[src/fld_pkg.sv]
// Constants and types shared by the fault latch diagnostics block.
package fld_pkg;

   // =========================================================
   // Widths
   // =========================================================
   localparam int FLD_SIG_W = 32;
   localparam int FLD_CODE_W = 16;
   localparam int FLD_ADDR_W = 16;
   localparam int FLD_DATA_W = 32;
   localparam int FLD_STAT_W = 16;

   // =========================================================
   // Parameter addresses on the read port
   // =========================================================
   localparam logic [15:0] FLD_ADR_STOP_CODE = 16'h1c0a;
   localparam logic [15:0] FLD_ADR_SIG_LATCH = 16'h1c10;
   localparam logic [15:0] FLD_ADR_WARN_CODE = 16'h1c12;

   // =========================================================
   // Monitoring latch layout
   // =========================================================
   // Reserved positions are 7, 9, 12, 19, 24 and 25.
   localparam logic [31:0] FLD_RSV_MASK = 32'h0308_1280;
   localparam logic [31:0] FLD_LATCH_MASK = ~FLD_RSV_MASK;

   // =========================================================
   // Process status word positions owned by this block
   // =========================================================
   localparam int FLD_STAT_WARN_BIT = 7;
   localparam int FLD_STAT_STOP_BIT = 13;

   // =========================================================
   // Reset values
   // =========================================================
   localparam logic [31:0] FLD_LATCH_RST = 32'h0000_0000;
   localparam logic [15:0] FLD_CODE_RST = 16'h0000;
   localparam logic [31:0] FLD_DATA_RST = 32'h0000_0000;

   // =========================================================
   // Error classes
   // =========================================================
   typedef enum logic [2:0] {
      FLD_CLS_0 = 3'h0,
      FLD_CLS_1 = 3'h1,
      FLD_CLS_2 = 3'h2,
      FLD_CLS_3 = 3'h3,
      FLD_CLS_4 = 3'h4
   } fld_err_class_t;

endpackage : fld_pkg

[src/fld_sync.sv]
// Two-stage synchroniser for the monitoring condition inputs.
`timescale 1ns/1ps

module fld_sync (
   input wire logic i_clk,
   input wire logic i_rst,
   input wire logic [fld_pkg::FLD_SIG_W-1:0] i_async,
   output logic [fld_pkg::FLD_SIG_W-1:0] o_sync
);
   import fld_pkg::*;

   // =========================================================
   // Per-bit flop pairs
   // =========================================================
   // The first stage feeds only the second stage, so a metastable
   // level never reaches the latch logic.
   genvar gi;
   generate
      for (gi = 0; gi < FLD_SIG_W; gi++) begin : g_bit
         logic meta_r;
         logic sync_r;
         always_ff @(posedge i_clk) begin
            if (i_rst) begin
               meta_r <= 1'b0;
               sync_r <= 1'b0;
            end else begin
               meta_r <= i_async[gi];
               sync_r <= meta_r;
            end
         end
         assign o_sync[gi] = sync_r;
      end
   endgenerate

endmodule : fld_sync

[src/fld_stop_code.sv]
// Holder for the code of the error that caused a stop.
`timescale 1ns/1ps

module fld_stop_code (
   input wire logic i_clk,
   input wire logic i_rst,
   input wire logic i_err_stb,
   input wire fld_pkg::fld_err_class_t i_err_class,
   input wire logic [fld_pkg::FLD_CODE_W-1:0] i_err_code,
   input wire logic i_fault_clr,
   output logic o_take,
   output logic [fld_pkg::FLD_CODE_W-1:0] o_code
);
   import fld_pkg::*;

   logic held_r;
   logic held_nxt;
   logic [FLD_CODE_W-1:0] code_r;
   logic [FLD_CODE_W-1:0] code_nxt;
   logic is_stop_cls;
   logic is_cls4;

   // =========================================================
   // Acceptance
   // =========================================================
   // A follow-on error must not hide its root cause, so only the
   // first stopping error is kept; class 4 is let through anyway.
   assign is_cls4 = (i_err_class == FLD_CLS_4);
   assign is_stop_cls = (i_err_class == FLD_CLS_1) ||
                        (i_err_class == FLD_CLS_2) ||
                        (i_err_class == FLD_CLS_3) || is_cls4;
   assign o_take = i_err_stb && is_stop_cls &&
                   (i_err_code != FLD_CODE_RST) &&
                   (!held_r || is_cls4);

   // A taken code wins over a fault reset in the same cycle; a class 1-3 code refused because one is held is lost.
   assign code_nxt = o_take ? i_err_code :
                     i_fault_clr ? FLD_CODE_RST : code_r;
   assign held_nxt = o_take | (held_r & ~i_fault_clr);

   // Code and held flag.
   always_ff @(posedge i_clk) begin
      if (i_rst) begin
         code_r <= FLD_CODE_RST;
         held_r <= 1'b0;
      end else begin
         code_r <= code_nxt;
         held_r <= held_nxt;
      end
   end

   assign o_code = code_r;
endmodule : fld_stop_code

[src/fld_top.sv]
// Latched diagnostics: monitoring latch, warning and stop codes.
`timescale 1ns/1ps

// Summary of operation
// - Latch bits 0-4: general to operating mode.
// - Bits 5, 6 interfaces; bit 8 following error.
// - Bits 10, 11 safe torque off; 13-15 supply.
// - Bits 16-18 encoder, temperatures; 20-23 modules.
// - Bits 26-31 motor, reference, memory, system.
// - Bits 7,9,12,19,24,25 reserved, never set.
// - Warning code holds latest class 0 code.
// - Warning code kept until fault reset.
// - Warning code reads zero when none recorded.
// - Stop code holds class 1-4 error code.
// - Later class 1-3 errors do not replace stop code.
// - Class 4 error always replaces stop code.
// - Class 0 error sets status bit 7.
// - Class 1-4 error sets status bit 13; class 1-3 is lost at a fault reset while a code is held.
module fld_top (
   input wire logic I_CLOCK,
   input wire logic I_SYS_RST,
   input wire logic [fld_pkg::FLD_SIG_W-1:0] I_MON_SIG,
   input wire logic I_ERR_STB,
   input wire fld_pkg::fld_err_class_t I_ERR_CLASS,
   input wire logic [fld_pkg::FLD_CODE_W-1:0] I_ERR_CODE,
   input wire logic I_FAULT_RST,
   input wire logic I_RD_STB,
   input wire logic [fld_pkg::FLD_ADDR_W-1:0] I_RD_ADDR,
   output logic [fld_pkg::FLD_DATA_W-1:0] O_RD_DATA,
   output logic O_RD_VALID,
   output logic O_RD_ERR,
   output logic [fld_pkg::FLD_STAT_W-1:0] O_STATUS_WORD,
   output logic O_STATUS_CHG
);
   import fld_pkg::*;

   // =========================================================
   // Declarations
   // =========================================================
   logic [FLD_SIG_W-1:0] mon_sync;
   logic [FLD_SIG_W-1:0] mon_set;
   logic [FLD_SIG_W-1:0] latch_r;
   logic [FLD_SIG_W-1:0] latch_nxt;
   logic [FLD_CODE_W-1:0] warn_r;
   logic [FLD_CODE_W-1:0] warn_nxt;
   logic warn_take;
   logic warn_flag_r;
   logic warn_flag_nxt;
   logic stop_take;
   logic [FLD_CODE_W-1:0] stop_code;
   logic stop_flag_r;
   logic stop_flag_nxt;
   logic chg_nxt;
   logic chg_r;
   logic [FLD_STAT_W-1:0] stat_nxt;
   logic [FLD_STAT_W-1:0] stat_r;
   logic sel_stop;
   logic sel_latch;
   logic sel_warn;
   logic rd_hit;
   logic [FLD_DATA_W-1:0] rd_mux;
   logic [FLD_DATA_W-1:0] rd_data_r;
   logic rd_valid_r;
   logic rd_err_r;

   // =========================================================
   // Monitoring inputs
   // =========================================================
   // The monitoring conditions come from outside this clock, so
   // every bit passes two flops before the latch looks at it.
   fld_sync u_sync (
      .i_clk (I_CLOCK),
      .i_rst (I_SYS_RST),
      .i_async (I_MON_SIG),
      .o_sync (mon_sync)
   );

   // =========================================================
   // Monitoring latch
   // =========================================================
   // Reserved positions are masked so that stray wiring on those
   // inputs can never show up in the register.
   assign mon_set = mon_sync & FLD_LATCH_MASK;

   // A fault reset clears the latch, but a condition still active
   // in that cycle sets its bit again at once: set wins.
   assign latch_nxt = (latch_r & {FLD_SIG_W{~I_FAULT_RST}}) |
                      mon_set;

   // Latch register.
   always_ff @(posedge I_CLOCK) begin
      if (I_SYS_RST) begin
         latch_r <= FLD_LATCH_RST;
      end else begin
         latch_r <= latch_nxt;
      end
   end

   // =========================================================
   // Warning code (class 0)
   // =========================================================
   // A zero code is ignored: zero is reserved to mean "no class 0
   // error", and storing it would make a recorded error invisible.
   assign warn_take = I_ERR_STB && (I_ERR_CLASS == FLD_CLS_0) &&
                      (I_ERR_CODE != FLD_CODE_RST);

   // The code outlives its condition and is dropped only by a
   // fault reset; a new code in the same cycle wins.
   assign warn_nxt = warn_take ? I_ERR_CODE :
                     I_FAULT_RST ? FLD_CODE_RST : warn_r;

   // Warning code register.
   always_ff @(posedge I_CLOCK) begin
      if (I_SYS_RST) begin
         warn_r <= FLD_CODE_RST;
      end else begin
         warn_r <= warn_nxt;
      end
   end

   // =========================================================
   // Stop code (classes 1 to 4)
   // =========================================================
   fld_stop_code u_stop (
      .i_clk (I_CLOCK),
      .i_rst (I_SYS_RST),
      .i_err_stb (I_ERR_STB),
      .i_err_class (I_ERR_CLASS),
      .i_err_code (I_ERR_CODE),
      .i_fault_clr (I_FAULT_RST),
      .o_take (stop_take),
      .o_code (stop_code)
   );

   // =========================================================
   // Process status bits
   // =========================================================
   // Both error flags are sticky until a fault reset; an error in
   // the reset cycle keeps its flag set, except a class 1-3 error while a stop code is held, which is refused.
   assign warn_flag_nxt = warn_take |
                          (warn_flag_r & ~I_FAULT_RST);
   assign stop_flag_nxt = stop_take |
                          (stop_flag_r & ~I_FAULT_RST);

   // Only bits 7 and 13 are driven here; the rest of the status
   // word belongs to the state machine and is left at zero.
   always_comb begin
      stat_nxt = '0;
      stat_nxt[FLD_STAT_WARN_BIT] = warn_flag_nxt;
      stat_nxt[FLD_STAT_STOP_BIT] = stop_flag_nxt;
   end

   // The status word is sent on change, so flag each change.
   assign chg_nxt = (stat_nxt != stat_r);

   // Status flag registers.
   always_ff @(posedge I_CLOCK) begin
      if (I_SYS_RST) begin
         warn_flag_r <= 1'b0;
         stop_flag_r <= 1'b0;
         stat_r <= '0;
         chg_r <= 1'b0;
      end else begin
         warn_flag_r <= warn_flag_nxt;
         stop_flag_r <= stop_flag_nxt;
         stat_r <= stat_nxt;
         chg_r <= chg_nxt;
      end
   end

   // =========================================================
   // Parameter read port
   // =========================================================
   // All three registers are read-only; there is no write path,
   // so a master cannot forge or clear a diagnostic code.
   assign sel_stop = (I_RD_ADDR == FLD_ADR_STOP_CODE);
   assign sel_latch = (I_RD_ADDR == FLD_ADR_SIG_LATCH);
   assign sel_warn = (I_RD_ADDR == FLD_ADR_WARN_CODE);
   assign rd_hit = sel_stop | sel_latch | sel_warn;

   // Narrow codes sit in the low half; upper bits read as zero.
   assign rd_mux = sel_latch ? latch_r :
                   sel_warn ? {16'h0000, warn_r} :
                   sel_stop ? {16'h0000, stop_code} :
                   FLD_DATA_RST;

   // Read answer, one cycle after the strobe.
   always_ff @(posedge I_CLOCK) begin
      if (I_SYS_RST) begin
         rd_data_r <= FLD_DATA_RST;
         rd_valid_r <= 1'b0;
         rd_err_r <= 1'b0;
      end else begin
         rd_data_r <= I_RD_STB ? rd_mux : rd_data_r;
         rd_valid_r <= I_RD_STB;
         rd_err_r <= I_RD_STB & ~rd_hit;
      end
   end

   // =========================================================
   // Outputs
   // =========================================================
   assign O_RD_DATA = rd_data_r;
   assign O_RD_VALID = rd_valid_r;
   assign O_RD_ERR = rd_err_r;
   assign O_STATUS_WORD = stat_r;
   assign O_STATUS_CHG = chg_r;
endmodule : fld_top

[config.mk]
export PLATFORM = sky130hd
export DESIGN_NAME = fld_top
export DESIGN_NICKNAME = d
export VERILOG_FILES = /design/src/fld_pkg.sv /design/src/fld_sync.sv /design/src/fld_stop_code.sv /design/src/fld_top.sv
export SDC_FILE = /design/constraint.sdc
export NUM_CORES = 1
export LEC_CHECK = 0
export ABC_CLOCK_PERIOD_IN_PS = 2400
export BUFFER_PORTS_ARGS = -buffer_cell sky130_fd_sc_hd__buf_4
export CAP_MARGIN = 20
export CORE_ASPECT_RATIO = 0.5
export CORE_UTILIZATION = 50
export DETAILED_ROUTE_END_ITERATION = 8
export PLACE_DENSITY = 0.75
export SETUP_SLACK_MARGIN = 0.05
export SLEW_MARGIN = 20
export SYNTH_ARGS = -nofsm -noshare
export SYNTH_HDL_FRONTEND = slang
export SYNTH_SLANG_ARGS = --single-unit
[constraint.sdc]
create_clock -name I_CLOCK -period 2.4 [get_ports I_CLOCK]
set_input_delay 0.36 -clock I_CLOCK [delete_from_list [all_inputs] [get_ports I_CLOCK]]
set_output_delay 0.36 -clock I_CLOCK [all_outputs]
set_load 0.01 [all_outputs]
==> impl_metrics.yaml <==
min_path:
  whs_path_depth: 2
  worstHoldStart: "I_MON_SIG[27]"
  hold_class: "input pin to flop"
  min_to: "u_sync.g_bit[27].meta_r"
timing:
  grt_setup_unrepaired: "false"
  hold_viol: 0
  max_freq_mhz: 621
  period_needed_ps: 1610
  fin_skew_ps: 6.58
  slew_headroom: 0.556
  min_period_over_period: 0.671
  setup_slack_ps: 788
  setup_viol_count_final: 0
  setup_tns_ps: 0
  holdWs_ps: 137
  slew_violations: 0
  worstMarginPinSlew_ps: 665
yosys:
  netlist_instances: 584
  yosysWarnings: 0
  avgSynthCellArea_um2: 9.45
  synth.distinct_cells: 36
  ys_ff_latch: 154
  ys_seq_area_frac: 0.558
  syn_area_um2: 5520
place:
  placed_area_um2: 6320
  gp_congestion: 0.808
  dp_slack_ps: 355
  io_buffers: 102
  dp_hpwl_um: 7630
clock_tree:
  htreeDepth: 4
  numCtsBuffers: 17
  insertion_delay_ps: 420
  tritoncts: "yes"
  cts_sinks: 154
  cts_buffer_depth: 2
  post_cts_buffers: 0
  hold_buffers: 0
  clk_pin_slew_worst_paths_ps: 70
  cts_resized: 0
  cts_root_buffer: "clkbuf_16"
floorplan:
  pin_count: 123
  die_x_um: 151
  rows: 26
  die_h_um: 76.3
  die_area_um2: 11500
  initial_core_util: 0.527
  core_area_um2: 10500
detailed_routing:
  vias: 4251
  dr.pass1.iters: 5
  avgRoutedWirePerCell_um: 14.3
  drt_wl_total_um: 11800
  drtAntennaViolNets: 0
  drt_iter0_drc: 248
  drt-vias-per-instance: 5.14
  drc: 0
grt:
  busiest_layer: "met2"
  track_usage: 0.216
  use_met2: 0.339
  first_global_vias: 3835
  grt_pass1_wl_um: 19100
  grt_max_degree: 46
  antenna_found_initial: 0
  gr-total-overflow: 0
  met3_usage: 0.0539
  grtUsageMet1: 0.284
cells_and_area:
  area_growth_pct: 25.3
  diodes: 0
  drive_gt1_frac: 0.253
  nets: 746
  fillers: 866
  final_area_um2: 6920
critical_path:
  critPathTopFamily: "simple AND/OR/NAND/NOR gates"
  rr_worst_depth: 5
  r2r-start: "u_stop.held_r"
  crit_chain: "buf_4 -> nor4b_2 -> nand4_2 -> nor4b_4 -> buf_4 -> a21oi_1 -> nor2_1"
  crit_arrival_ps: 1960
  cp_num_buf_inv: 2
  cp.required_ps: 2750
  crit_fanout: 22
  path_common_cell: "buf_4"
  slowest_delay_ps: 370
  path_class: "input pin to flop"
  cp-end-kind: "flop"
  r2r_end: "u_stop.o_code[1]"
  reg2reg_slack_ps: 970
  start_kind: "input pin"
  crit_slowest_cell: "buf_4"
run_status:
  status: "completed"
run:
  maxCapViolations: 0
pwr:
  leakage_nw: 2.76
  power_density_nw_per_um2: 825
  peakVddDrop_mv: 0.418
==> how the worst max path moves through the flow <==
stage / start / to / depth (start not counted)
2_1_floorplan: I_RD_ADDR[13] / O_RD_DATA[13] / 5
3_3_place_gp: I_RD_ADDR[13] / O_RD_DATA[30] / 7
3_5_place_dp: I_RD_ADDR[13] / O_RD_DATA[24] / 7
4_1_cts: I_RD_ADDR[13] / O_RD_DATA[24] / 7
5_1_grt: I_RD_ADDR[13] / O_RD_DATA[24] / 7
6_report: I_RD_ADDR[13] / O_RD_DATA[24] / 7
==> layout make-up <==
type / count / area (um^2) / share of cell area
Sequential cell: 154 / 3080 / 0.446
Clock buffer: 17 / 425 / 0.0615
Multi-Input combinational cell: 369 / 2120 / 0.306
Timing Repair Buffer: 114 / 881 / 0.127
Clock inverter: 15 / 169 / 0.0244
Inverter: 18 / 67.6 / 0.00977
Tap cell: 140 / 175 / 0.0253
==> cell families (layout without fill, tap and decap cells) <==
kind of cell | count (synthesis) | count (layout) | share of synthesized area
compound gates | 128 | 128 | 0.150
buf+inv | 74 | 164 | 0.0671
flops | 154 | 154 | 0.558
mux | 1 | 1 | 0.00204
other cells | 1 | 14 | 0.000679
simple gates | 226 | 226 | 0.221
==> layer usage <==
metal,routed length [um],vias to the layer above
met4,159,0
met2,5370,139
met5,0,-
li1,-,2110
met3,749,17
met1,5560,1985
==> state kept, by name, indices dropped and copies added, names as in the netlist <==
name                 count
u_stop.o_code           16
O_STATUS_CHG             1
latch_r                 32
O_RD_DATA               32
O_RD_VALID               1
O_RD_ERR                 1
stop_flag_r              1
warn_r                  16
u_stop.held_r            1
O_STATUS_WORD            1
u_sync.g_bit.meta_r     26
u_sync.g_bit.sync_r     26
==> power by group <==
part | switching [W] | leakage, nW | total, W | internal (W)
combinational | 0.000198 | 1.22 | 0.000368 | 0.000170
sequential | 0.0000359 | 1.26 | 0.00268 | 0.00265
clock | 0.00117 | 0.284 | 0.00266 | 0.00149
total | 0.00140 | 2.76 | 0.00571 | 0.00430
==> metrics by stage <==
step	instances	total power, W	util
global route	827	0.00590	0.660
finish	827	0.00571	0.660
floorplan	597	0.00295	-
CTS	827	0.00575	0.660
detailed placement	795	0.00310	0.604
global placement	795	0.00310	0.604
==> synthesized netlist by cell type (all sizes together) <==
library cell	instances	area share
nand3b	1	0.0014
o22ai	1	0.0011
clkinv	1	0.00068
nor4	5	0.0068
mux2	1	0.0020
clkbuf	28	0.019
nor4b	3	0.0086
and2	4	0.0045
a22oi	16	0.022
conb	1	0.00068
nor2	48	0.036
and3b	1	0.0016
nand2	35	0.024
nor2b	70	0.079
nand2b	17	0.019
nand4	2	0.0034
inv	17	0.012
nor3	3	0.0027
o31a	1	0.0016
a221oi	16	0.037
a21oi	78	0.075
o21ai	16	0.015
nand3	34	0.031
buf	28	0.036
and3	3	0.0034
dfxtp	154	0.56
==> placed cells by master, fill, tap and decap left out, types with 2 or more instances in the layout <==
cell type   synthesis  final
dfxtp_1           154    154
buf_4              19    112
a21oi_1            72     72
nor2b_1            70     70
nor2_1             41     41
nand2_1            35     35
nand3_1            34     34
nand2b_1           17     17
inv_1              17     17
clkbuf_16           0     17
a22oi_1            16     16
o21ai_0            16     16
conb_1              1     14
a221oi_2           10     10
nor2_2              7      7
a221oi_1            6      6
a21oi_2             6      6
inv_8               0      5
inv_6               0      5
nor4_1              4      4
and2_1              4      4
and3_1              3      3
nor3_1              3      3
clkinvlp_4          0      3
buf_12              0      2
(Power assumes the default switching activity.)
